[src/twx_params.svh]
// Constants for the table write, test-skip and xor-literal execution block.
`ifndef TWX_PARAMS_SVH
`define TWX_PARAMS_SVH
`define TWX_PTR_W 21
`define TWX_TABLE_WRITE_OP_HI 12'h000
`define TWX_TABLE_WRITE_OP_TAG 2'h3
`define TWX_TEST_SKIP_ZERO_OP_HI 7'h33
`define TWX_XOR_LITERAL_OP_HI 8'h0a
`define TWX_ILO_LIMIT 8'h5f
`define TWX_NN_NONE 2'h0
`define TWX_NN_POSTINC 2'h1
`define TWX_NN_POSTDEC 2'h2
`define TWX_NN_PREINC 2'h3
`define TWX_Q1 2'h0
`define TWX_Q2 2'h1
`define TWX_Q3 2'h2
`define TWX_Q4 2'h3
`endif

[src/twx_pkg.sv]
// Types for the table write, test-skip and xor-literal execution block.
package twx_pkg;
   typedef enum logic [1:0] {TWX_ST_EXEC, TWX_ST_TBLWT2, TWX_ST_FLUSH1, TWX_ST_FLUSH2} twx_state_t;
   typedef enum logic [1:0] {TWX_AM_ACCESS, TWX_AM_BANKED, TWX_AM_INDEXED} twx_amode_t;
   typedef struct packed {
      twx_amode_t mode;
      logic [3:0] bank;
      logic [7:0] offset;
   } twx_faddr_t;
   typedef struct packed {
      logic is_table_write_op;
      logic is_test_skip_zero_op;
      logic is_xor_literal_op;
      logic [1:0] ptr_mode;
      logic access_bit;
      logic [7:0] operand;
   } twx_dec_t;
endpackage

[src/twx_core.sv]
// Execution of table write, test-and-skip-if-zero and xor-literal instructions.
`timescale 1ns/100ps
`include "twx_params.svh"
// Contract
// RULE1: The table pointer is 21 bits wide, covering a 2-megabyte program space.
// RULE2: Pointer bit 0 picks the low byte when 0 and the high byte when 1.
// RULE3: Table write leaves the pointer, post-increments, post-decrements or pre-increments it.
// RULE4: Table write is 0000 0000 0000 11nn with nn choosing the pointer treatment 0 to 3.
// RULE5: Table write takes two cycles, reading the latch in Q2 and writing the holder in Q4.
// RULE6: A test-skip on a zero register flushes the fetched word and runs a no-operation.
// RULE7: If the skipped instruction is two words, two no-operation cycles are spent.
// RULE8: Test-skip is 0110 011a ffff ffff and alters no flags.
// RULE9: Access bit 0 uses the access bank, bit 1 uses the bank select register.
// RULE10: Access bit 0, extended set on and operand up to 95 selects indexed literal offset mode.
// RULE11: A non-skipping test-skip reads and evaluates the register with no write-back.
// RULE12: Xor-literal xors the working register with the literal and updates negative and zero.
// RULE13: Xor-literal is 0000 1010 kkkk kkkk.
// RULE14: Xor-literal is one word, one cycle, writing the working register in Q4.
module twx_core (
   input wire logic i_clock,
   input wire logic i_rstn,
   input wire logic [1:0] i_qphase,
   input wire logic i_instr_valid,
   input wire logic [15:0] i_instr,
   input wire logic i_next_two_word,
   input wire logic i_ext_enable,
   input wire logic [3:0] i_bank_select,
   input wire logic [7:0] i_file_data,
   input wire logic [7:0] i_table_latch,
   output twx_pkg::twx_faddr_t o_file_addr,
   output logic o_file_read,
   output logic o_fetch_hold,
   output logic o_flush,
   output logic o_busy,
   output logic [20:0] o_table_pointer,
   output logic o_hold_we,
   output logic o_hold_byte_high,
   output logic [20:0] o_hold_addr,
   output logic [7:0] o_hold_data,
   output logic [7:0] o_working_reg,
   output logic o_negative_flag,
   output logic o_zero_flag
);
   import twx_pkg::*;

   // ----------------------------------------
   // Decode and operand addressing
   // ----------------------------------------
   twx_dec_t dec;
   twx_faddr_t faddr;
   twx_state_t state_q;
   twx_state_t state_d;
   logic [`TWX_PTR_W-1:0] table_pointer_q; // [RULE1]
   logic [`TWX_PTR_W-1:0] ptr_pre;
   logic [1:0] ptr_mode_q;
   logic [7:0] latch_q;
   logic skip_two_q;
   logic exec;
   logic tst_zero;

   twx_decode u_decode (
      .i_word(i_instr),
      .o_dec(dec)
   );

   twx_faddr u_faddr (
      .i_access_bit(dec.access_bit),
      .i_ext_enable(i_ext_enable),
      .i_operand(dec.operand),
      .i_bank_select(i_bank_select),
      .o_faddr(faddr)
   );

   assign exec = i_instr_valid && (state_q == TWX_ST_EXEC);
   assign tst_zero = (i_file_data == 8'h00);
   assign o_file_addr = faddr;
   assign o_file_read = exec && dec.is_test_skip_zero_op && (i_qphase == `TWX_Q2); // [RULE11]
   assign o_busy = (state_q != TWX_ST_EXEC);
   assign o_fetch_hold = (state_q == TWX_ST_TBLWT2);
   assign o_flush = (state_q == TWX_ST_FLUSH1) || (state_q == TWX_ST_FLUSH2); // [RULE6]
   assign o_table_pointer = table_pointer_q;

   // ----------------------------------------
   // Sequencer
   // ----------------------------------------
   always_comb begin
      state_d = state_q;
      if (i_qphase == `TWX_Q4) begin
         unique case (state_q)
            TWX_ST_EXEC: begin
               if (exec && dec.is_table_write_op) begin
                  state_d = TWX_ST_TBLWT2; // [RULE5]
               end else if (exec && dec.is_test_skip_zero_op && tst_zero) begin
                  state_d = TWX_ST_FLUSH1; // [RULE6]
               end
            end
            TWX_ST_TBLWT2: begin
               state_d = TWX_ST_EXEC; // [RULE5]
            end
            TWX_ST_FLUSH1: begin
               state_d = skip_two_q ? TWX_ST_FLUSH2 : TWX_ST_EXEC; // [RULE7]
            end
            TWX_ST_FLUSH2: begin
               state_d = TWX_ST_EXEC; // [RULE7]
            end
         endcase
      end
   end

   always_ff @(posedge i_clock) begin
      if (!i_rstn) begin
         state_q <= TWX_ST_EXEC;
      end else begin
         state_q <= state_d;
      end
   end

   always_ff @(posedge i_clock) begin
      if (!i_rstn) begin
         skip_two_q <= 1'b0;
      end else if (exec && dec.is_test_skip_zero_op && (i_qphase == `TWX_Q4)) begin
         skip_two_q <= i_next_two_word; // [RULE7]
      end
   end

   // ----------------------------------------
   // Table write
   // ----------------------------------------
   always_ff @(posedge i_clock) begin
      if (!i_rstn) begin
         ptr_mode_q <= `TWX_NN_NONE;
      end else if (exec && dec.is_table_write_op && (i_qphase == `TWX_Q4)) begin
         ptr_mode_q <= dec.ptr_mode; // [RULE4]
      end
   end

   always_ff @(posedge i_clock) begin
      if (!i_rstn) begin
         latch_q <= 8'h00;
      end else if ((state_q == TWX_ST_TBLWT2) && (i_qphase == `TWX_Q2)) begin
         latch_q <= i_table_latch; // [RULE5]
      end
   end

   assign ptr_pre = (ptr_mode_q == `TWX_NN_PREINC) ?
      table_pointer_q + `TWX_PTR_W'(1) : table_pointer_q; // [RULE3]

   always_ff @(posedge i_clock) begin
      if (!i_rstn) begin
         table_pointer_q <= '0;
      end else if ((state_q == TWX_ST_TBLWT2) && (i_qphase == `TWX_Q4)) begin
         unique case (ptr_mode_q)
            `TWX_NN_NONE: table_pointer_q <= table_pointer_q; // [RULE3]
            `TWX_NN_POSTINC: table_pointer_q <= table_pointer_q + `TWX_PTR_W'(1); // [RULE3]
            `TWX_NN_POSTDEC: table_pointer_q <= table_pointer_q - `TWX_PTR_W'(1); // [RULE3]
            `TWX_NN_PREINC: table_pointer_q <= ptr_pre; // [RULE3]
         endcase
      end
   end

   always_ff @(posedge i_clock) begin
      if (!i_rstn) begin
         o_hold_we <= 1'b0;
         o_hold_addr <= '0;
         o_hold_data <= 8'h00;
         o_hold_byte_high <= 1'b0;
      end else begin
         o_hold_we <= (state_q == TWX_ST_TBLWT2) && (i_qphase == `TWX_Q4); // [RULE5]
         if ((state_q == TWX_ST_TBLWT2) && (i_qphase == `TWX_Q4)) begin
            o_hold_addr <= ptr_pre;
            o_hold_data <= latch_q; // [RULE5]
            o_hold_byte_high <= ptr_pre[0]; // [RULE2]
         end
      end
   end

   // ----------------------------------------
   // Xor literal
   // ----------------------------------------
   always_ff @(posedge i_clock) begin
      if (!i_rstn) begin
         o_working_reg <= 8'h00;
         o_negative_flag <= 1'b0;
         o_zero_flag <= 1'b0;
      end else if (exec && dec.is_xor_literal_op && (i_qphase == `TWX_Q4)) begin
         o_working_reg <= o_working_reg ^ dec.operand; // [RULE12] [RULE14]
         o_negative_flag <= o_working_reg[7] ^ dec.operand[7]; // [RULE12]
         o_zero_flag <= ((o_working_reg ^ dec.operand) == 8'h00); // [RULE12]
      end
   end
endmodule // twx_core

[src/twx_decode.sv]
// Instruction word decoder.
`timescale 1ns/100ps
`include "twx_params.svh"
module twx_decode (
   input wire logic [15:0] i_word,
   output twx_pkg::twx_dec_t o_dec
);
   import twx_pkg::*;
   always_comb begin
      o_dec = '0;
      o_dec.is_table_write_op = (i_word[15:4] == `TWX_TABLE_WRITE_OP_HI) &&
         (i_word[3:2] == `TWX_TABLE_WRITE_OP_TAG); // [RULE4]
      o_dec.is_test_skip_zero_op = (i_word[15:9] == `TWX_TEST_SKIP_ZERO_OP_HI); // [RULE8]
      o_dec.is_xor_literal_op = (i_word[15:8] == `TWX_XOR_LITERAL_OP_HI); // [RULE13]
      o_dec.ptr_mode = i_word[1:0]; // [RULE4]
      o_dec.access_bit = i_word[8];
      o_dec.operand = i_word[7:0];
   end
endmodule // twx_decode

[src/twx_faddr.sv]
// File operand address mode selection.
`timescale 1ns/100ps
`include "twx_params.svh"
module twx_faddr (
   input wire logic i_access_bit,
   input wire logic i_ext_enable,
   input wire logic [7:0] i_operand,
   input wire logic [3:0] i_bank_select,
   output twx_pkg::twx_faddr_t o_faddr
);
   import twx_pkg::*;
   always_comb begin
      o_faddr.offset = i_operand;
      o_faddr.bank = i_bank_select;
      if (i_access_bit) begin
         o_faddr.mode = TWX_AM_BANKED; // [RULE9]
      end else if (i_ext_enable && (i_operand <= `TWX_ILO_LIMIT)) begin
         o_faddr.mode = TWX_AM_INDEXED; // [RULE10]
      end else begin
         o_faddr.mode = TWX_AM_ACCESS; // [RULE9]
      end
   end
endmodule // twx_faddr

[config.mk]
export PLATFORM = sky130hd
export DESIGN_NAME = twx_core
export DESIGN_NICKNAME = d
export VERILOG_FILES = /design/src/twx_pkg.sv /design/src/twx_core.sv /design/src/twx_decode.sv /design/src/twx_faddr.sv
export VERILOG_INCLUDE_DIRS = /design/src /design/src/src
export SDC_FILE = /design/constraint.sdc
export NUM_CORES = 1
export LEC_CHECK = 0
export BUFFER_PORTS_ARGS = -buffer_cell sky130_fd_sc_hd__clkbuf_2
export CORE_AREA = 2 2 102 114
export CTS_CLUSTER_DIAMETER = 120
export CTS_CLUSTER_SIZE = 14
export DETAILED_ROUTE_END_ITERATION = 8
export DIE_AREA = 0 0 104 116
export SYNTH_ARGS = -nofsm -noshare
export SYNTH_HDL_FRONTEND = slang
export SYNTH_SLANG_ARGS = --single-unit
[constraint.sdc]
create_clock -name i_clock -period 2.9 [get_ports i_clock]
set_clock_uncertainty 0.2 [all_clocks]
set_input_delay 0.58 -clock i_clock [delete_from_list [all_inputs] [get_ports i_clock]]
set_output_delay 0.58 -clock i_clock [all_outputs]
set_load 0.005 [all_outputs]
==> results.cfg, run 1 <==
[die]
dieArea_um2 = 12100
die-height_um = 116
die_x_um = 104
rows = 40
io_pins = 123
start_util = 0.393
core_um2 = 10800

[synthesis]
async_flop_share = 0
ys.flop_type = dfxtp_1
synth_area_leaders = dfxtp_1 34%, xor2_1 4.5%, nor2_1 4.4%
yosysTopAreaCell = dfxtp_1
yosys.area.top_type_share = 0.344
synth_area_per_cell_um2 = 8.06
yosysWarningCount = 0
synthesis.area_um2 = 4250
yosys_register_bits = 73
ys_types = 69
synthesis.nets = 573
syn_inst = 527
synth-edff-count = 0
yosysSeqAreaShare = 0.344

[global_route]
grt_pass1_vias = 3899
grt.total_usage = 0.198
grt-ovfl-total = 0
antenna_found_initial = 0
grt_max_degree = 33
grt_first_pass_wirelength_mm = 19.4

[detailed_routing]
viasPerCell = 5.47
wl_per_cell_um = 15.4
via_count = 4159
drc_errors = 0
antenna_left = 0
dr.pass1.iters = 6
wirelength_mm = 11.7
drt-initial-drc-count = 211

[power]
swShare = 0.225
power.density_nw_per_um2 = 431
comb_power_share = 0.043
p_int_uw = 1700
leakagePower_uw = 0.00196
netSwitchingPower_uw = 496
total_power_uw = 2200
power_frac_clock = 0.499
seqPwrFrac = 0.458
vdd_drop_max_mv = 0.225

[hold_path]
hold_class = register to register
hold_depth = 2

[critical_path]
cpPeakStageDelay_ns = 0.65
crit_path_end_kind = register
reg2reg_slack_ns = 0.46
required_ns = 2.93
worstPathArrival_ns = 2.47
crit_type = register to register
worst-path-max-fanout = 18
critPathLaunchType = register
worstRegToRegCells = 5
crit_chain = nand4_2 > or2_1 > o311ai_0 > o21ai_1 > o31a_1
cpMaxStageDelayCell = dfxtp_1

[sta]
hold_violations = 0
setup_violations = 0
fin_setup_tns_ns = 0
worst_pin_slew_ns = 0.676
period_needed_ns = 2.44
slew_headroom = 0.548
fin_crit_sh = 0.843
fmax_mhz = 409
whs_ns = 0.250
drv_slew = 0
rsz0062_at_grt = false

[finish]
fillCellCount = 1122
multiInputGateArea_um2 = 2440
final_cell_count_no_fill = 760
seq_area_um2 = 1460
syn_to_final_growth_pct = 20.1
fin_nets = 655
drive_gt1_frac = 0.268
design_area_um2 = 5100
diodes = 0

[run_status]
status = complete, no violations

[cts]
ctsHoldBuffers = 0
clock_path_buffers = 2
root_buffer = clkbuf_16
clock_latency_ns = 0.34
cts.sinks = 73
cts.reportedPaths.clkPinSlew_ns = 0.06
post_cts_buffers = 0
cts_tree = yes
post_cts_resized = 0
cts_max_level = 3
cts-buffers-inserted = 9

[job]
cap_violations = 0

[placed_design]
dpl_cell_area_um2 = 4810
dp_hpwl_mm = 8.29
dp.cells = 745
port_buffers = 114
place_congestion = 0.828
power groups by stage:
stage,sequential [µW],combinational [µW],clock [µW]
after floorplan,1030,57.8,0
after detailed placement,1030,94.2,0
after CTS,1010,95.4,1120
final,1010,94.4,1100
after global placement,1030,92.9,0
after global routing,1010,105,1170
worst max-delay path, delay by kind of cell (launching register included):
kind	cells	cell delay, ns
flip-flops	1	0.65
AND/OR/NAND/NOR	2	0.67
AO/OA/AOI/OAI	3	0.81
final cells by class:
class                      instances  share of cell area
sequential                        73               0.286
clock buffer                      10              0.0449
timing repair buffer             131               0.137
multi-input combinational        385               0.478
tap                              147              0.0361
inverter                           9             0.00662
clock inverter                     5              0.0113
Yosys cell counts (all sizes together) (3+ instances only):
library cell	n
dfxtp	73
nor2	50
nand2	49
buf	37
a21oi	32
o21ai	29
clkbuf	23
nand3	22
xor2	22
nor4	19
xnor2	18
nor3	16
mux2i	14
a211oi	9
or3	9
a31oi	8
inv	8
nand4	8
and4	6
nand2b	6
a311oi	4
and3	4
nor3b	4
o211ai	4
o31ai	4
or2	4
or4	4
ha	3
nor2b	3
layout by cell type, fill, tap and decap left out, types with 6 or more instances in the layout:
| cell type | instances |
|---|---|
| buf_4 | 17 |
| clkbuf_2 | 114 |
| nor3_1 | 16 |
| clkbuf_16 | 9 |
| inv_1 | 8 |
| nand4_1 | 7 |
| nand2_1 | 49 |
| nand2b_1 | 6 |
| o21ai_0 | 27 |
| a211oi_1 | 9 |
| mux2i_1 | 14 |
| xor2_1 | 22 |
| xnor2_1 | 18 |
| nand3_1 | 22 |
| a21oi_1 | 32 |
| dfxtp_1 | 73 |
| nor2_1 | 50 |
| a31oi_1 | 8 |
| nor4_1 | 15 |
| or3_1 | 9 |
through the flow:
step,worst slack [ns],utilization
global route,0.302,0.472
detailed placement,0.507,0.445
global placement,0.526,0.445
floorplan,0.709,-
CTS,0.484,0.472
finish,0.455,0.472
path summary, 6_finish.rpt:
path	from	end
max	o_table_pointer[2]	o_table_pointer[15]
min	latch_q[6]	o_hold_data[6]
max reg2reg	o_table_pointer[2]	o_table_pointer[15]
min reg2reg	latch_q[6]	o_hold_data[6]
logic make-up (layout without fill, tap and decap cells):
logic type,Yosys count,count (layout),synth area share
AND/OR/NAND/NOR,215,215,0.276
AO/OA/AOI/OAI,113,113,0.172
flip-flops,73,73,0.344
buffers and inverters,69,155,0.0837
XOR/XNOR,40,40,0.0825
multiplexers,14,14,0.0330
adder cells (fa/ha/maj),3,3,0.00884
layer usage:
metal	global-route usage	wire, µm	vias up
met1	0.243	5140	1951
met4	0.0901	240	0
li1	-	-	2050
met3	0.0461	767	19
met2	0.335	5520	139
met5	0	0	-
(Power assumes the default switching activity.)
==> run 2: changes to the inputs <==
--- a/config.mk
+++ b/config.mk
@@ -6,12 +6,13 @@
 export SDC_FILE = /design/constraint.sdc
 export NUM_CORES = 1
 export LEC_CHECK = 0
+export ABC_AREA = 1
 export BUFFER_PORTS_ARGS = -buffer_cell sky130_fd_sc_hd__clkbuf_2
-export CORE_AREA = 2 2 102 114
+export CORE_AREA = 2 2 105 117
 export CTS_CLUSTER_DIAMETER = 120
 export CTS_CLUSTER_SIZE = 14
 export DETAILED_ROUTE_END_ITERATION = 8
-export DIE_AREA = 0 0 104 116
+export DIE_AREA = 0 0 107 119
 export SYNTH_ARGS = -nofsm -noshare
 export SYNTH_HDL_FRONTEND = slang
 export SYNTH_SLANG_ARGS = --single-unit
==> constraint.sdc (replaced) <==
create_clock -name i_clock -period 2.4 [get_ports i_clock]
set_clock_uncertainty 0.2 [all_clocks]
set_input_delay 0.48 -clock i_clock [delete_from_list [all_inputs] [get_ports i_clock]]
set_output_delay 0.48 -clock i_clock [all_outputs]
set_load 0.005 [all_outputs]
==> run 2 against run 1 <==
Sequential share of layout area is 1.4 points lower. Register-to-register slack got worse by 0.095 ns. Area after synthesis rose by 6.2%. Cell count is 27% higher. Sequential cell count is the same. Worst hold slack lost 0.091 ns. Combinational power increased by 10%. Count of clock-buffer cells in the layout down 1. Cell area rose by 5.2%. Routed wire length rose by 18%. Global-route usage increased by 2.6 points. Clock power is 26% higher. Largest power group unchanged. Highest routed layer unchanged.
==> results.cfg, run 2 <==
[global_route]
grt-ovfl-total = 0
grt_first_pass_wirelength_mm = 22.8
antenna_found_initial = 0
grt_pass1_vias = 4842
grt.total_usage = 0.225
grt_max_degree = 32

[critical_path]
critPathLaunchType = register
worstRegToRegCells = 10
path_delay_family = simple AND/OR/NAND/NOR gates
crit_chain = inv_2 > nand2_1 > nor2_1 > nand2_1 > nor2_2 > inv_1 > nor3_1 > clkbuf_2
worst_path_most_repeated_cell = nand2_1
crit_path_end = o_file_read
crit_path_end_kind = output pin
r2r_end = o_table_pointer[17]
cpMaxStageDelayCell = dfxtp_1
crit_cells = 8
crit_type = register to output pin
cpPeakStageDelay_ns = 0.34
critPathBufInv = 3
required_ns = 1.72
cp-startpoint = state_q[0]
worst-path-max-fanout = 4
worstPathArrival_ns = 1.56
reg2reg_slack_ns = 0.36
rr_startpoint = o_table_pointer[0]

[finish]
multiInputGateArea_um2 = 2490
fin_util = 0.458
final_cell_mix = 159 x nand2_1, 119 x nor2_1, 114 x clkbuf_2, 72 x dfxtp_1, 65 x a21oi_1
fillCellCount = 1272
diodes = 0
fin_nets = 851
final_cell_count_no_fill = 964
drive_gt1_frac = 0.205
final_common_cell = nand2_1
syn_to_final_growth_pct = 19.0
seq_area_um2 = 1460

[synthesis]
synthMuxAreaShare = 0
yosysTopAreaCell = dfxtp_1
synth_compound_area_frac = 0.165
ys_types = 38
ys.flop_type = dfxtp_1
synth_area_per_cell_um2 = 6.25
yosys.area.top_type_share = 0.324
synth_top_family_by_area = simple AND/OR/NAND/NOR gates
yosysWarningCount = 0
synthXorXnorAreaFrac = 0.0330
synth-edff-count = 0
synth_area_leaders = dfxtp_1 32%, nand2_1 13%, nor2_1 10%
yosys.area_share.simple = 0.346
synthesis.nets = 768
yosys_register_bits = 73
synthesis.area_um2 = 4510
synth_fa_ha_area_frac = 0.00832
synthMostInstantiatedCell = nand2_1
synth_common_cells = 159 x nand2_1, 120 x nor2_1, 73 x dfxtp_1
yosysSeqAreaShare = 0.324
syn_inst = 722
async_flop_share = 0

[cts]
ctsHoldBuffers = 0
cts_tree = yes
post_cts_resized = 0
clock_latency_ns = 0.35
cts.reportedPaths.clkPinSlew_ns = 0.06
cts-buffers-inserted = 9
cts_max_level = 3
post_cts_buffers = 0
clock_path_buffers = 2
root_buffer = clkbuf_16
cts.sinks = 73

[detailed_routing]
viasPerCell = 5.12
antenna_left = 0
wirelength_mm = 13.7
via_count = 4932
drc_errors = 0
drt-initial-drc-count = 267
dr.pass1.iters = 5
wl_per_cell_um = 14.3

[power]
power.density_nw_per_um2 = 504
vdd_drop_max_mv = 0.249
leakagePower_uw = 0.00243
total_power_uw = 2710

[die]
io_pins = 123
die_x_um = 107
dieArea_um2 = 12700
rows = 42
core_um2 = 11700
die-height_um = 119
start_util = 0.385

[sta]
period_needed_ns = 2.24
fmax_mhz = 446
fin_setup_tns_ns = 0
setup_violations = 0
rsz0062_at_grt = false
worst_pin_slew_ns = 0.577
drv_slew = 0
slew_headroom = 0.615
fin_crit_sh = 0.935
hold_violations = 0

[run_status]
status = complete, no violations

[job]
cap_violations = 0

[placed_design]
port_buffers = 114
place_congestion = 0.925
dp_hpwl_mm = 10.0
dp.cells = 948

[hold_path]
hold_class = input port to register
holdCritStartpoint = i_table_latch[0]
run 2: cell types whose count changed in the layout (fill, tap and decap cells not counted), moves of 30 or more:
cell,previous run,this run
nor2_1,50,119
a21oi_1,32,65
nand2_1,49,159
o21ai_0,27,58
nand3_1,22,52
inv_1,8,63
run 2: layout make-up:
cell class,instances,share of cell area
flip-flops and latches,73,0.272
repair buffers,126,0.123
well taps,154,0.0359
inverters,67,0.0471
multi-input cells,528,0.465
clock inverters,7,0.0147
clock buffers,9,0.0420
run 2: worst register-to-register path, stage by stage, from the launching register on:
cell and delay [ns]:
dfxtp_1 0.36, inv_1 0.18, nand3_1 0.25, nor2_2 0.29, nand2_1 0.13, nor2_1 0.18
nand2_1 0.07, nand2_1 0.06, nor2_1 0.04, nor2_1 0.11, nor2_1 0.05
run 2: how the worst min path moves through the flow:
stage,to,slack (ns),cells after the start
final,latch_q[0],0.16,3
after global routing,latch_q[6],0.18,3
after CTS,latch_q[0],0.15,3
after detailed placement,o_hold_addr[16],0.26,2
after global placement,o_hold_addr[19],0.25,2
after floorplan,o_hold_addr[13],0.26,2
run 2: through the flow:
step	hold WS, ns	cell area, µm²	worst slack (ns)
2_1_floorplan	0.261	4510	0.652
3_3_place_gp	0.254	5060	0.343
3_5_place_dp	0.261	5060	0.320
4_1_cts	0.150	5360	0.0410
5_1_grt	0.177	5370	0.0408
6_report	0.159	5370	0.156
run 2: cells by family after synthesis:
group / after synthesis
compound gates: 140
xor+xnor: 17
fa+ha+maj: 3
buf+inv: 121
flops: 73
simple gates: 368
run 2: metal layers:
| layer | routed length (µm) | vias up | GRT usage |
|---|---|---|---|
| met5 | 0 | - | 0 |
| met4 | 348 | 0 | 0.0974 |
| met3 | 914 | 27 | 0.0515 |
| met2 | 6650 | 165 | 0.377 |
| met1 | 5830 | 2258 | 0.273 |
| li1 | - | 2482 | - |
run 2: where the power goes:
group	switching (µW)	internal, µW
sequential	0.0971	1210
combinational	61.2	43.0
clock	576	814
total	637	2070
